--- src/design/swmap_pkg.sv ---
// Shared constants for the switch register map and startup control.
// Assumes an 8-bit register space reached through a plain strobe port.
package swmap_pkg;
  localparam int ADDR_W = 8;
  localparam int DATA_W = 8;
  localparam int MAP_DEPTH = 128;
  localparam logic [7:0] FAMILY_IDENTIFIER_OFF = 8'h00;
  localparam logic [7:0] PART_REV_OFF = 8'h01;
  localparam logic [7:0] GLOBAL_LO = 8'h02;
  localparam logic [7:0] GLOBAL_HI = 8'h0b;
  localparam logic [7:0] RSVD_GLOBAL = 8'h0c;
  localparam logic [7:0] USER_LO = 8'h0d;
  localparam logic [7:0] USER_HI = 8'h0f;
  localparam logic [7:0] PORT1_BASE = 8'h10;
  localparam logic [7:0] PORT2_BASE = 8'h20;
  localparam logic [7:0] PORT3_BASE = 8'h30;
  localparam logic [3:0] PORT_CTRL_LAST = 4'hd;
  localparam logic [7:0] RSVD_LO = 8'h40;
  localparam logic [7:0] RSVD_HI = 8'h5f;
  localparam logic [7:0] PRIO_LO = 8'h60;
  localparam logic [7:0] PRIO_HI = 8'h67;
  localparam logic [7:0] STATION_LO = 8'h68;
  localparam logic [7:0] STATION_HI = 8'h6d;
  localparam logic [7:0] IND_CTRL_LO = 8'h6e;
  localparam logic [7:0] IND_CTRL_HI = 8'h6f;
  localparam logic [7:0] IND_DATA_LO = 8'h70;
  localparam logic [7:0] IND_DATA_HI = 8'h78;
  localparam logic [7:0] DTEST_STAT_LO = 8'h79;
  localparam logic [7:0] DTEST_STAT_HI = 8'h7a;
  localparam logic [7:0] DTEST_CTRL_LO = 8'h7b;
  localparam logic [7:0] DTEST_CTRL_HI = 8'h7c;
  localparam logic [7:0] ATEST_CTRL_LO = 8'h7d;
  localparam logic [7:0] ATEST_CTRL_HI = 8'h7e;
  localparam logic [7:0] ATEST_STAT = 8'h7f;
  localparam int PART_ID_MSB = 7;
  localparam int PART_ID_LSB = 4;
  localparam int REV_MSB = 3;
  localparam int REV_LSB = 1;
  localparam int RUN_BIT = 0;
  localparam logic RUN_RESET = 1'b1;
  localparam logic [7:0] DEFAULT_BYTE = 8'h00;
  localparam int CLK_MHZ = 125;
  localparam int MEM_TIMEOUT_NS = 1000;
  localparam int MEM_TIMEOUT_CYC = (MEM_TIMEOUT_NS * CLK_MHZ) / 1000;
  localparam int IMAGE_BYTES = 128;
  localparam logic [7:0] LOAD_FIRST = 8'h02;

  typedef enum {
    REG_RSVD, REG_RO_ID, REG_MIXED, REG_RW, REG_RO_STAT
  } swmap_kind_t;
endpackage

--- src/design/swmap_ld_if.sv ---
// Carrier between the register core and the configuration memory loader.
// Assumes both ends share CLK.
`timescale 1ns/1ps
`default_nettype none
interface swmap_ld_if;
  logic start;
  logic wr_en;
  logic [7:0] wr_addr;
  logic [7:0] wr_data;
  logic done;
  logic loaded;
  modport ldr (input start, output wr_en, output wr_addr, output wr_data,
               output done, output loaded);
  modport core (output start, input wr_en, input wr_addr, input wr_data,
                input done, input loaded);
endinterface
`default_nettype wire

--- src/design/swmap_loader.sv ---
// Reads the serial configuration memory one byte at a time, checks the image
// header and streams the remaining bytes into the register core.
// Assumes the memory answers a read request with MEM_ACK, or not at all.
`timescale 1ns/1ps
`default_nettype none
module swmap_loader #(
  parameter logic [7:0] FAMILY_IDENTIFIER = 8'h5a,
  parameter logic [3:0] PART_ID = 4'h3,
  parameter int TIMEOUT_CYC = swmap_pkg::MEM_TIMEOUT_CYC,
  parameter int IMG_BYTES = swmap_pkg::IMAGE_BYTES
) (
  input wire logic clk, // Core clock
  input wire logic rst_n, // Async reset, active low
  input wire logic ce, // Clock enable
  swmap_ld_if.ldr ld, // Core side
  output logic mem_rd_q, // Read request pulse
  output logic [7:0] mem_addr_q, // Byte address
  input wire logic mem_ack, // Byte valid
  input wire logic [7:0] mem_rdata // Byte value
);
  typedef enum {LD_IDLE, LD_REQ, LD_WAIT, LD_DONE} swmap_ld_t;
  localparam logic [15:0] TMO = 16'(TIMEOUT_CYC);
  localparam logic [7:0] LAST = 8'(IMG_BYTES - 1);
  swmap_ld_t st_q;
  logic [15:0] tmo_q;
  logic [7:0] fam_q;

  always_ff @(posedge clk or negedge rst_n) begin
    if (!rst_n) begin
      st_q <= LD_IDLE;
      tmo_q <= 16'h0000;
      fam_q <= 8'h00;
      mem_rd_q <= 1'b0;
      mem_addr_q <= 8'h00;
      ld.wr_en <= 1'b0;
      ld.wr_addr <= 8'h00;
      ld.wr_data <= 8'h00;
      ld.done <= 1'b0;
      ld.loaded <= 1'b0;
    end else if (ce) begin
      mem_rd_q <= 1'b0;
      ld.wr_en <= 1'b0;
      case (st_q)
        LD_IDLE: begin
          if (ld.start) begin
            mem_addr_q <= 8'h00;
            st_q <= LD_REQ;
          end
        end
        LD_REQ: begin
          mem_rd_q <= 1'b1;
          tmo_q <= TMO;
          st_q <= LD_WAIT;
        end
        LD_WAIT: begin
          if (mem_ack) begin
            if (mem_addr_q == swmap_pkg::FAMILY_IDENTIFIER_OFF) begin
              fam_q <= mem_rdata;
              mem_addr_q <= mem_addr_q + 8'h01;
              st_q <= LD_REQ;
            end else if (mem_addr_q == swmap_pkg::PART_REV_OFF) begin
              // Header mismatch leaves every default untouched
              if (fam_q == FAMILY_IDENTIFIER &&
                  mem_rdata[swmap_pkg::PART_ID_MSB:swmap_pkg::PART_ID_LSB] == PART_ID) begin
                mem_addr_q <= swmap_pkg::LOAD_FIRST;
                st_q <= LD_REQ;
              end else begin
                st_q <= LD_DONE;
              end
            end else begin
              ld.wr_en <= 1'b1;
              ld.wr_addr <= mem_addr_q;
              ld.wr_data <= mem_rdata;
              if (mem_addr_q == LAST) begin
                ld.loaded <= 1'b1;
                st_q <= LD_DONE;
              end else begin
                mem_addr_q <= mem_addr_q + 8'h01;
                st_q <= LD_REQ;
              end
            end
          end else if (tmo_q == 16'h0000) begin
            // Silence on the first byte means no memory; later it truncates
            st_q <= LD_DONE;
          end else begin
            tmo_q <= tmo_q - 16'h0001;
          end
        end
        LD_DONE: begin
          ld.done <= 1'b1;
        end
        default: st_q <= LD_IDLE;
      endcase
    end
  end
endmodule
`default_nettype wire

--- src/design/swmap_top.sv ---
// Register map decode, storage and startup control of the switch.
// Assumes synchronous pins and a master that never waits for the slave.
//
// Design decision made here: the strobed register port.
`timescale 1ns/1ps
`default_nettype none
module swmap_top #(
  parameter logic [7:0] FAMILY_IDENTIFIER = 8'h5a, // Arbitrary value
  parameter logic [3:0] PART_ID = 4'h3, // Arbitrary value
  parameter logic [2:0] REVISION = 3'h1, // Arbitrary value
  parameter int MEM_TIMEOUT = swmap_pkg::MEM_TIMEOUT_CYC,
  parameter int IMG_BYTES = swmap_pkg::IMAGE_BYTES
) (
  input wire logic CLK, // Core clock
  input wire logic RST_N, // Async reset, active low
  input wire logic CE, // Clock enable
  input wire logic [7:0] ADDR, // Register address
  input wire logic [7:0] WDATA, // Write data
  input wire logic WR, // Write strobe
  input wire logic RD, // Read strobe
  output logic [7:0] RDATA, // Read data, cycle after RD
  input wire logic CFG_SELECT_HI_PIN, // Configuration select, high
  input wire logic CFG_SELECT_LO_PIN, // Configuration select, low
  output logic MEM_RD, // Memory byte request
  output logic [7:0] MEM_ADDR, // Memory byte address
  input wire logic MEM_ACK, // Memory byte valid
  input wire logic [7:0] MEM_RDATA, // Memory byte
  output logic SWITCH_RUN, // Switching enabled
  output logic STARTUP_DONE, // Startup memory load finished, auto mode only
  output logic IMAGE_LOADED // Memory image was applied
);
  typedef enum {ST_STRAP, ST_LOAD, ST_PIN, ST_AUTO} swmap_st_t;

  function automatic logic in_rng(input logic [7:0] a, input logic [7:0] lo,
                                  input logic [7:0] hi);
    in_rng = (a >= lo) && (a <= hi);
  endfunction

  function automatic logic port_ctrl(input logic [7:0] a);
    port_ctrl = (a[7:4] == swmap_pkg::PORT1_BASE[7:4] ||
                 a[7:4] == swmap_pkg::PORT2_BASE[7:4] ||
                 a[7:4] == swmap_pkg::PORT3_BASE[7:4]) &&
                (a[3:0] <= swmap_pkg::PORT_CTRL_LAST);
  endfunction

  function automatic logic port_stat(input logic [7:0] a);
    port_stat = (a[7:4] == swmap_pkg::PORT1_BASE[7:4] ||
                 a[7:4] == swmap_pkg::PORT2_BASE[7:4] ||
                 a[7:4] == swmap_pkg::PORT3_BASE[7:4]) &&
                (a[3:0] > swmap_pkg::PORT_CTRL_LAST);
  endfunction

  // One decode serves the software port, the loader and the read mux
  function automatic swmap_pkg::swmap_kind_t kind_of(input logic [7:0] a);
    swmap_pkg::swmap_kind_t k;
    k = swmap_pkg::REG_RSVD;
    if (a == swmap_pkg::FAMILY_IDENTIFIER_OFF) begin
      k = swmap_pkg::REG_RO_ID;
    end else if (a == swmap_pkg::PART_REV_OFF) begin
      k = swmap_pkg::REG_MIXED;
    end else if (in_rng(a, swmap_pkg::GLOBAL_LO, swmap_pkg::GLOBAL_HI)) begin
      k = swmap_pkg::REG_RW;
    end else if (a == swmap_pkg::RSVD_GLOBAL) begin
      k = swmap_pkg::REG_RSVD;
    end else if (in_rng(a, swmap_pkg::USER_LO, swmap_pkg::USER_HI)) begin
      k = swmap_pkg::REG_RW;
    end else if (port_ctrl(a)) begin
      k = swmap_pkg::REG_RW;
    end else if (port_stat(a)) begin
      k = swmap_pkg::REG_RO_STAT;
    end else if (in_rng(a, swmap_pkg::RSVD_LO, swmap_pkg::RSVD_HI)) begin
      k = swmap_pkg::REG_RSVD;
    end else if (in_rng(a, swmap_pkg::PRIO_LO, swmap_pkg::PRIO_HI)) begin
      k = swmap_pkg::REG_RW;
    end else if (in_rng(a, swmap_pkg::STATION_LO, swmap_pkg::STATION_HI)) begin
      k = swmap_pkg::REG_RW;
    end else if (in_rng(a, swmap_pkg::IND_CTRL_LO, swmap_pkg::IND_CTRL_HI)) begin
      k = swmap_pkg::REG_RW;
    end else if (in_rng(a, swmap_pkg::IND_DATA_LO, swmap_pkg::IND_DATA_HI)) begin
      k = swmap_pkg::REG_RW;
    end else if (in_rng(a, swmap_pkg::DTEST_STAT_LO, swmap_pkg::DTEST_STAT_HI)) begin
      k = swmap_pkg::REG_RO_STAT;
    end else if (in_rng(a, swmap_pkg::DTEST_CTRL_LO, swmap_pkg::DTEST_CTRL_HI)) begin
      k = swmap_pkg::REG_RW;
    end else if (in_rng(a, swmap_pkg::ATEST_CTRL_LO, swmap_pkg::ATEST_CTRL_HI)) begin
      k = swmap_pkg::REG_RW;
    end else if (a == swmap_pkg::ATEST_STAT) begin
      k = swmap_pkg::REG_RO_STAT;
    end
    kind_of = k;
  endfunction

  swmap_ld_if ld_if ();

  swmap_st_t st_q;
  logic run_q;
  logic [7:0] map_q [swmap_pkg::MAP_DEPTH];
  logic [7:0] rdata_q;
  logic switch_run_q;
  logic start_q;
  logic sw_wr_ok;
  logic ld_wr_ok;
  logic [7:0] rd_value;

  assign ld_if.start = start_q;

  swmap_loader #(
    .FAMILY_IDENTIFIER(FAMILY_IDENTIFIER),
    .PART_ID(PART_ID),
    .TIMEOUT_CYC(MEM_TIMEOUT),
    .IMG_BYTES(IMG_BYTES)
  ) u_loader (
    .clk(CLK),
    .rst_n(RST_N),
    .ce(CE),
    .ld(ld_if),
    .mem_rd_q(MEM_RD),
    .mem_addr_q(MEM_ADDR),
    .mem_ack(MEM_ACK),
    .mem_rdata(MEM_RDATA)
  );

  // Only plain read-write bytes take data; a loader write blocks any software write in the same cycle
  assign sw_wr_ok = WR && kind_of(ADDR) == swmap_pkg::REG_RW && !ld_if.wr_en;
  assign ld_wr_ok = ld_if.wr_en && kind_of(ld_if.wr_addr) == swmap_pkg::REG_RW;

  // Strapped selection is caught once, after reset release
  always_ff @(posedge CLK or negedge RST_N) begin
    if (!RST_N) begin
      st_q <= ST_STRAP;
      start_q <= 1'b0;
    end else if (CE) begin
      start_q <= 1'b0;
      case (st_q)
        ST_STRAP: begin
          if (!CFG_SELECT_HI_PIN && !CFG_SELECT_LO_PIN) begin
            start_q <= 1'b1;
            st_q <= ST_LOAD;
          end else begin
            st_q <= ST_PIN;
          end
        end
        ST_LOAD: begin
          if (ld_if.done) begin
            st_q <= ST_AUTO;
          end
        end
        ST_PIN: st_q <= ST_PIN;
        ST_AUTO: st_q <= ST_AUTO;
        default: st_q <= ST_STRAP;
      endcase
    end
  end

  // Run control bit at offset 0x01
  always_ff @(posedge CLK or negedge RST_N) begin
    if (!RST_N) begin
      run_q <= swmap_pkg::RUN_RESET;
    end else if (CE) begin
      if (WR && !ld_if.wr_en && ADDR == swmap_pkg::PART_REV_OFF) begin
        run_q <= WDATA[swmap_pkg::RUN_BIT];
      end
    end
  end

  // Switching gate: pin mode follows the run bit, auto mode follows the loader
  always_ff @(posedge CLK or negedge RST_N) begin
    if (!RST_N) begin
      switch_run_q <= 1'b0;
    end else if (CE) begin
      case (st_q)
        ST_PIN: switch_run_q <= run_q;
        ST_AUTO: switch_run_q <= 1'b1;
        default: switch_run_q <= 1'b0;
      endcase
    end
  end

  // Byte storage; read-only and reserved bytes keep their default
  genvar gi;
  generate
    for (gi = 0; gi < swmap_pkg::MAP_DEPTH; gi++) begin : g_map
      localparam logic [7:0] IDX = 8'(gi);
      always_ff @(posedge CLK or negedge RST_N) begin
        if (!RST_N) begin
          map_q[gi] <= swmap_pkg::DEFAULT_BYTE;
        end else if (CE) begin
          if (ld_wr_ok && ld_if.wr_addr == IDX) begin
            map_q[gi] <= ld_if.wr_data;
          end else if (sw_wr_ok && ADDR == IDX) begin
            map_q[gi] <= WDATA;
          end
        end
      end
    end
  endgenerate

  always_comb begin
    rd_value = 8'h00;
    case (kind_of(ADDR))
      swmap_pkg::REG_RO_ID: rd_value = FAMILY_IDENTIFIER;
      swmap_pkg::REG_MIXED: begin
        rd_value[swmap_pkg::PART_ID_MSB:swmap_pkg::PART_ID_LSB] = PART_ID;
        rd_value[swmap_pkg::REV_MSB:swmap_pkg::REV_LSB] = REVISION;
        rd_value[swmap_pkg::RUN_BIT] = run_q;
      end
      swmap_pkg::REG_RW: rd_value = map_q[ADDR[6:0]];
      swmap_pkg::REG_RO_STAT: rd_value = map_q[ADDR[6:0]];
      swmap_pkg::REG_RSVD: rd_value = 8'h00;
      default: rd_value = 8'h00;
    endcase
  end

  // Data stand for exactly the cycle after the strobe
  always_ff @(posedge CLK or negedge RST_N) begin
    if (!RST_N) begin
      rdata_q <= 8'h00;
    end else if (CE) begin
      rdata_q <= RD ? rd_value : 8'h00;
    end
  end

  assign RDATA = rdata_q;
  assign SWITCH_RUN = switch_run_q;
  assign STARTUP_DONE = ld_if.done;
  assign IMAGE_LOADED = ld_if.loaded;
endmodule
`default_nettype wire

--- config.mk ---
export PLATFORM = sky130hd
export DESIGN_NAME = swmap_top
export DESIGN_NICKNAME = d
export VERILOG_FILES = /design/src/design/swmap_pkg.sv /design/src/design/swmap_ld_if.sv /design/src/design/swmap_loader.sv /design/src/design/swmap_top.sv
export SDC_FILE = /design/constraint.sdc
export NUM_CORES = 2
export LEC_CHECK = 0
export ABC_AREA = 1
export BUFFER_PORTS_ARGS = -buffer_cell sky130_fd_sc_hd__buf_2
export CORE_UTILIZATION = 50
export DETAILED_ROUTE_END_ITERATION = 8
export PLACE_DENSITY = 0.65
export REMOVE_ABC_BUFFERS = 1
export SETUP_SLACK_MARGIN = 0.02
export SLEW_MARGIN = 20
export SYNTH_ARGS = -nofsm -noshare
export SYNTH_HDL_FRONTEND = slang
export SYNTH_SLANG_ARGS = --single-unit
--- constraint.sdc ---
create_clock -name CLK -period 2.9 [get_ports CLK]
set_input_delay 0.58 -clock CLK [delete_from_list [all_inputs] [get_ports CLK]]
set_output_delay 0.58 -clock CLK [all_outputs]
set_load 0.02 [all_outputs]
# [After elaboration in Yosys (flattened, before gate mapping)]
# Cells that the tools add are included.
[op_classes] add_sub_neg=2 n_eq_ne=284 bitwise=4 reduce_logical=568 muxes=322 magnitude_cmp=45
[op_table] operator="8-bit 2-to-1 mux" n=265
[op_table] operator="8-bit by 7-bit equality test with 1-bit output, second input constant" n=130
[op_table] operator="32-bit 2-to-1 mux" n=21
[op_table] operator="8-bit by 6-bit equality test with 1-bit output, second input constant" n=64
[op_table] operator="1-bit logical AND" n=287
[op_table] operator="2-bit AND reduction" n=131
[op_table] operator="2-bit nonzero test" n=130
[op_table] operator="8-bit by 5-bit equality test with 1-bit output, second input constant" n=32
[op_table] operator="32-bit case mux with 4 select lines" n=2
[op_table] operator="32-bit by 2-bit equality test with 1-bit output, second input constant" n=6
[op_table] operator="8-bit by 4-bit equality test with 1-bit output, second input constant" n=16
[op_table] operator="8-bit by 7-bit >= comparator with 1-bit output, second input constant" n=16
[op_table] operator="8-bit by 7-bit less-or-equal comparator with 1-bit output, second input constant" n=16
[op_table] operator="32-bit by 1-bit equality test with 1-bit output, second input constant" n=3
[op_table] operator="32-bit by 3-bit equality test with 1-bit output, second input constant" n=3
[op_table] operator="8-bit by 3-bit equality test with 1-bit output, second input constant" n=8
[op_table] operator="32-bit zero test" n=2
[op_table] operator="8-bit binary-select mux with 7-bit select" n=1
[op_table] operator="3-bit 2-to-1 mux" n=17
[op_table] operator="8-bit by 2-bit equality test with 1-bit output, second input constant" n=4
[op_table] operator="8-bit by 4-bit less-or-equal comparator with 1-bit output, second input constant" n=4
[op_table] operator="16-bit 2-to-1 mux" n=2
[op_table] operator="16-bit case mux with 2 select lines" n=1
[op_table] operator="8-bit by 1-bit equality test with 1-bit output, second input constant" n=3
[op_table] operator="other kinds (29)" n=61
[totals] in_bits=32 ff_bits=1151 word_cells=1368

# [Depth between registers and ports, before layout]
[logic_depth] word_depth=23 depth_mapped=18 ltp_nobuf=16

# [Modules after synthesis]
# Synthesis repeated with hierarchy kept, for this count alone.
[unflattened] cells_unflattened=8852 area_unflattened_um2=62103.3
[modules_own_cells] mod="swmap_top" cells_each=8483 n_inst=1 area_each_um2=59206.8
[modules_own_cells] mod="swmap_loader" cells_each=369 n_inst=1 area_each_um2=2896.5

# [Least setup slack after synthesis]
# Ideal clock, no wire load.
[synth_path] kind="input to register" from="in ADDR[5]" to="reg map_q[64] (netlist name)" setup_slack_ns=0.525 t_required_ns=2.782 setup_time_ns=0.118 n_path_buf=2 t_arrival_ns=2.257 stages=13 path_cell_list="clkbuf_1 > nand2_2 > inv_2 > nand2_1 > nor2_1 > o211ai_1 > nand4_2 > buf_2 > nand4_1 > nand2_1 > nand2_1 > nand2_1 > nand2_1"
[synth_via] elab_chain_cells=23 elab_cells_between_ends=64 cone_classes="order compare (20); eq/ne (8); mux (16); reduce/logical (20)"
[synth_rtl] element="from (decl)" line_no="swmap_top.sv:17" source="input wire logic [7:0] ADDR,"
[synth_rtl] element="8-bit by 7-bit >= comparator with 1-bit output (tied with other cells)" line_no="swmap_top.sv:36" source="in_rng = (a >= lo) && (a <= hi);"
[synth_rtl] element="1-bit logical AND or 3-bit 2-to-1 mux (tied branches)" line_no="swmap_top.sv:36, swmap_top.sv:87"
[synth_rtl] element="32-bit 2-to-1 mux" line_no="swmap_top.sv:85" source="end else if (in_rng(a, swmap_pkg::ATEST_CTRL_LO, swmap_pkg::ATEST_CTRL_HI)) begin"
[synth_rtl] element="32-bit 2-to-1 mux" line_no="swmap_top.sv:83" source="end else if (in_rng(a, swmap_pkg::DTEST_CTRL_LO, swmap_pkg::DTEST_CTRL_HI)) begin"
[synth_rtl] element="32-bit 2-to-1 mux" line_no="swmap_top.sv:81" source="end else if (in_rng(a, swmap_pkg::DTEST_STAT_LO, swmap_pkg::DTEST_STAT_HI)) begin"
[synth_rtl] element="32-bit 2-to-1 mux" line_no="swmap_top.sv:79" source="end else if (in_rng(a, swmap_pkg::IND_DATA_LO, swmap_pkg::IND_DATA_HI)) begin"
[synth_rtl] element="32-bit 2-to-1 mux" line_no="swmap_top.sv:77" source="end else if (in_rng(a, swmap_pkg::IND_CTRL_LO, swmap_pkg::IND_CTRL_HI)) begin"
[synth_rtl] element="32-bit 2-to-1 mux" line_no="swmap_top.sv:75" source="end else if (in_rng(a, swmap_pkg::STATION_LO, swmap_pkg::STATION_HI)) begin"
[synth_rtl] element="32-bit 2-to-1 mux" line_no="swmap_top.sv:73" source="end else if (in_rng(a, swmap_pkg::PRIO_LO, swmap_pkg::PRIO_HI)) begin"
[synth_rtl] element="32-bit 2-to-1 mux" line_no="swmap_top.sv:71" source="end else if (in_rng(a, swmap_pkg::RSVD_LO, swmap_pkg::RSVD_HI)) begin"
[synth_rtl] element="32-bit 2-to-1 mux" line_no="swmap_top.sv:69" source="end else if (port_stat(a)) begin"
[synth_rtl] element="32-bit 2-to-1 mux (6 in a row)"
[synth_rtl] element="32-bit by 3-bit equality test with 1-bit output" line_no="swmap_top.sv:124" source="assign sw_wr_ok = WR && kind_of(ADDR) == swmap_pkg::REG_RW && !ld_if.wr_en;"
[synth_rtl] element="1-bit logical AND (2 in a row)" line_no="swmap_top.sv:124"
[synth_rtl] element="1-bit logical AND *" line_no="swmap_top.sv:190" source="end else if (sw_wr_ok && ADDR == IDX) begin"
[synth_rtl] element="2-bit nonzero test (no line) *"
[synth_rtl] element="2-bit AND reduction (no line) *"
[synth_rtl] element="to (signal, indexed assignment)" line_no="swmap_top.sv:186" source="map_q[gi] <= swmap_pkg::DEFAULT_BYTE;"
[synth_rtl] element="to (signal, indexed assignment)" line_no="swmap_top.sv:189" source="map_q[gi] <= ld_if.wr_data;"
[synth_rtl] element="to (decl)" line_no="swmap_top.sv:97" source="logic [7:0] map_q [swmap_pkg::MAP_DEPTH];"
# Mark *: on every way between the ends. The rest lies on a longest branch, timed or not.
# A chain may end at the register's enable or synchronous reset.

# [Final worst setup path]
[layout_path] from="reg u_loader.ld.wr_addr[0]" to="reg map_q[759] (netlist name)"
[layout_via] elab_chain_cells=22 elab_cells_between_ends=61 cone_classes="order compare (22); eq/ne (5); mux (17); reduce/logical (17)"
[layout_rtl] element="from (decl)" line_no="swmap_ld_if.sv:12" source="modport ldr (input start, output wr_en, output wr_addr, output wr_data,"
[layout_rtl] element="from (signal assigned)" line_no="swmap_loader.sv:72" source="ld.wr_addr <= mem_addr_q;"
[layout_rtl] element="8-bit by 7-bit >= comparator with 1-bit output (tied with other cells)" line_no="swmap_top.sv:36"
[layout_rtl] element="1-bit logical AND or 3-bit 2-to-1 mux (tied branches)" line_no="swmap_top.sv:36, swmap_top.sv:87"
[layout_rtl] element="3-bit 2-to-1 mux" line_no="swmap_top.sv:85"
[layout_rtl] element="3-bit 2-to-1 mux" line_no="swmap_top.sv:83"
[layout_rtl] element="3-bit 2-to-1 mux" line_no="swmap_top.sv:81"
[layout_rtl] element="3-bit 2-to-1 mux" line_no="swmap_top.sv:79"
[layout_rtl] element="3-bit 2-to-1 mux" line_no="swmap_top.sv:77"
[layout_rtl] element="3-bit 2-to-1 mux" line_no="swmap_top.sv:75"
[layout_rtl] element="[... 6 more ...]"
[layout_rtl] element="3-bit 2-to-1 mux" line_no="swmap_top.sv:61" source="end else if (in_rng(a, swmap_pkg::GLOBAL_LO, swmap_pkg::GLOBAL_HI)) begin"
[layout_rtl] element="3-bit 2-to-1 mux" line_no="swmap_top.sv:59" source="end else if (a == swmap_pkg::PART_REV_OFF) begin"
[layout_rtl] element="3-bit 2-to-1 mux" line_no="swmap_top.sv:57" source="if (a == swmap_pkg::FAMILY_IDENTIFIER_OFF) begin"
[layout_rtl] element="32-bit by 3-bit equality test with 1-bit output" line_no="swmap_top.sv:125" source="assign ld_wr_ok = ld_if.wr_en && kind_of(ld_if.wr_addr) == swmap_pkg::REG_RW;"
[layout_rtl] element="1-bit logical AND" line_no="swmap_top.sv:125"
[layout_rtl] element="1-bit logical AND *" line_no="swmap_top.sv:188" source="if (ld_wr_ok && ld_if.wr_addr == IDX) begin"
[layout_rtl] element="2-bit nonzero test (no line)"
[layout_rtl] element="2-bit AND reduction (no line)"
# Marked as above.

==> results.md <==
* Status: finished, final reports clean
* Clock root buffer: clkbuf_16
* Crit path time final at 2731 ps
* H-tree depth at 3
* Type of origin of the critical path: register
* Mean post-synth cell area at roughly 6.8 sq um
* EDFF count, synth at 0
* Gp weighted congestion at around 1
* Final setup viols at 0
* Total track usage at between 30 and 40%
* Boundary Pins at between 50 and 60
* Total number of vias at about 63000
* Initial core utilization at 50.40%
* Largest delay share family, worst path: buffers and inverters
* DR iter-0 viols at about 8100
* # DRC at 0
* Initial antenna violation count at 8
* Share of cells above drive strength 1 at 12.20%
* Vias in the first global route at between 50000 and 60000
* Grt total ovfl at 0
* Die span in y at roughly 360 microns
* Yosys warns at 0
* Most frequent CP cell: nand2_1
* Most used DFF post-synth: dfrtp_1
* Post-route insts no fill at approximately 11000
* Worst-margin pin slew at 1063 ps
* Highest clock rate at 0.3662 GHz
* Final WS setup at 168.9 ps
* Port Buffers at 51
* WP data required at approximately 3600 ps
* Post-synth ARST share at 100.0%
* Leading area contributor after synthesis: dfrtp_1
* CTS tree: done
* First-pass GRT wire length at about 360 mm
* Final period utilization at between 90% and 100%
* PnR Total Power at ~53 mW
* Post-DRT Antenna Nets at 0
* Crit path buf inv count at 6
* Vias per cell at between 5 and 6
* Sequential cell area at around 27000 sq um
* Final Util at about 58%
* Fillers at approximately 12000
* Site Rows at about 130
* Synth cell types at 48
* CP cell instances: nand2_1, inv_1, nand2_1, o21ai_1, inv_1, nand2_1, inv_2, nand4_4, buf_12, buf_16, nand3_4, buf_4, nand2_1, nand2_1, nand2_1, nand2_1
* Post-synthesis sequential area ratio at a little over two fifths
* Final net count at between 9000 and 10000
* Crit-path max cell delay at 610 ps
* Synth top area share at 43.77%
* Routed wire length at roughly 240 mm
* Pleak at roughly 37 nW
* Worst path slowest cell: dfrtp_1
* Final Cell Area at between 70000 and 80000 sq um
* Die area at between 100000 and 150000 sq um
* Clock slew at reported path FFs at ~70 ps
* Mapped Cells at around 9000
* DP Area at a little under 70000 sq um
* Critical path capture point type: register
* Worst skew pair latency at approximately 790 ps
* Worst VDD drop at 1.048 mV
* Postcts setup bufs at 0
* Die X at approximately 360 microns
* # Max-Cap Violations at 0
* Most area-consuming cells after synthesis: dfrtp_1 44%, nand2_1 26%, nand4_1 7.8%, nor2_1 4.5%, clkbuf_1 4.3%
* Clk buf depth at 3
* Core area at between 100000 and 150000 sq um
* Final hold vios at 0
* HPWL after detailed placement at approximately 150 mm
* First drt pass iteration count at 6
* CTS sink count at around 1100
* Relative slew slack at 29.15%
* Routed length per instance at approximately 22 microns
* Power Density at approximately 730 nW/um^2
* P&R area growth vs syn at 15.23%
* WP data arrival at 3380 ps
* Placed Cells at 10530
* Num CTS Buffers at 120
* Worst min path class: in2reg
* Largest net degree at the start of global routing at approximately 200
* Mapped cell area at slightly above 60000 sq um
* Slew Viols, Final at 0
* Number of synthesized register bits at roughly 1100
* Max FO, Critical Path at 30
* Clock skew at between 40 and 50 ps
* Crit Path Class: reg2reg
* Multi-input gate area at between 30000 and 40000 sq um
* RSZ-0062 raised after global routing: true
* Worst-case setup slack after placement at -149.6 ps
-- sequential cells by signal (all words and copies together), names as in the netlist, 2 cells and up --
| signal | flops |
|---|---|
| u_loader.tmo_q | 16 |
| u_loader.mem_addr_q | 8 |
| u_loader.ld.wr_addr | 8 |
| u_loader.fam_q | 8 |
| st_q | 2 |
| map_q | 1024 |
| u_loader.ld.wr_data | 8 |
| RDATA | 8 |
| u_loader.st_q | 2 |
-- routing by layer --
metal,global-route usage [%],routed length (microns),vias up
met1,50.65,95510,29502
met2,55.52,101600,3428
met5,0,65,-
met3,7.051,24500,802
met4,19.28,14090,10
li1,-,-,28964
-- cell type report --
class                      count  area share, %
antenna                        3        0.01045
clock buffer                 162          4.821
clock inverter                62          1.244
inverter                     323          1.716
multi-input combinational   6788          42.35
sequential                  1091          38.08
tap                         1637          2.852
timing repair buffer         692          8.928
-- cell families (layout without fill, tap and decap cells) --
logic type	after synthesis	count (layout)	synth area share, %
simple gates	6090	6090	41.43
buf+inv	1219	1239	7.638
flops	1091	1091	43.81
compound gates	682	682	6.869
xor+xnor	11	11	0.1546
fa+ha+maj	4	4	0.08032
mux	1	1	0.01807
other cells	0	3	0
-- worst min-delay path: stages --
cell and delay, ps:
buf_2 90, inv_1 50, o21ai_0 80
-- final timing paths --
kind / slack, ps / cells after the start / to / from
max: 170 / 16 / map_q[759] / u_loader.ld.wr_addr[0]
min: 90 / 3 / u_loader.ld.wr_data[0] / MEM_RDATA[0]
max reg2reg: 170 / 16 / map_q[759] / u_loader.ld.wr_addr[0]
min reg2reg: 370 / 0 / map_q[382] / map_q[382]
max in group asynchronous: 1420 / 3 / map_q[993] / RST_N
min in group asynchronous: 420 / 2 / map_q[761] / RST_N
-- cell usage in the layout, fill, tap and decap left out, types with 34 or more instances in the layout --
cell       netlist  routed
a21oi_4         40      45
nor3_1          37      37
o21ai_0        408     408
a21oi_2         39      34
nand2_1       4326    4311
dfrtp_1       1090    1077
buf_2          111      39
nor2_1         751     747
inv_1          303     300
nand3_1        113     112
clkbuf_16        0     121
buf_12           0     102
o22ai_1        143     143
nand3_4         41      42
buf_4            2     546
nand4_1        773     773
-- repair_timing --
item                                    CTS  global route
hold buffers                              1             0
gates resized for setup                   0            29
endpoints found under the setup margin    0           541
hold endpoints to repair                 23             0
-- stage by stage --
stage,hold WS (ps),setup TNS (ps)
after floorplan,284.4,-
after global placement,359.8,-1306
after detailed placement,360.4,-9985
after CTS,60.20,0
after global routing,89.51,0
final,85.81,0
-- where the power goes --
group | internal, mW | leakage (nW) | switching [mW] | total [mW]
clock network | 10.1 | 2.12 | 6.83 | 17.0
registers | 16.2 | 13.7 | 1.50 | 17.7
logic | 5.07 | 21.7 | 12.9 | 18.0
total | 31.4 | 37.5 | 21.2 | 52.7
-- cells in the mapped netlist (all sizes together), types with 2 or more instances --
cell	n
a21oi	90
and2	3
buf	188
clkbuf	708
clkinv	3
dfrtp	1090
ha	4
inv	320
nand2	4327
nand3	175
nand3b	4
nand4	780
nor2	755
nor3	38
nor3b	2
nor4	5
o211ai	2
o21a	2
o21ai	415
o21bai	7
o22ai	143
o31ai	17
xnor2	2
xor2	9
(Power assumes the default switching activity.)
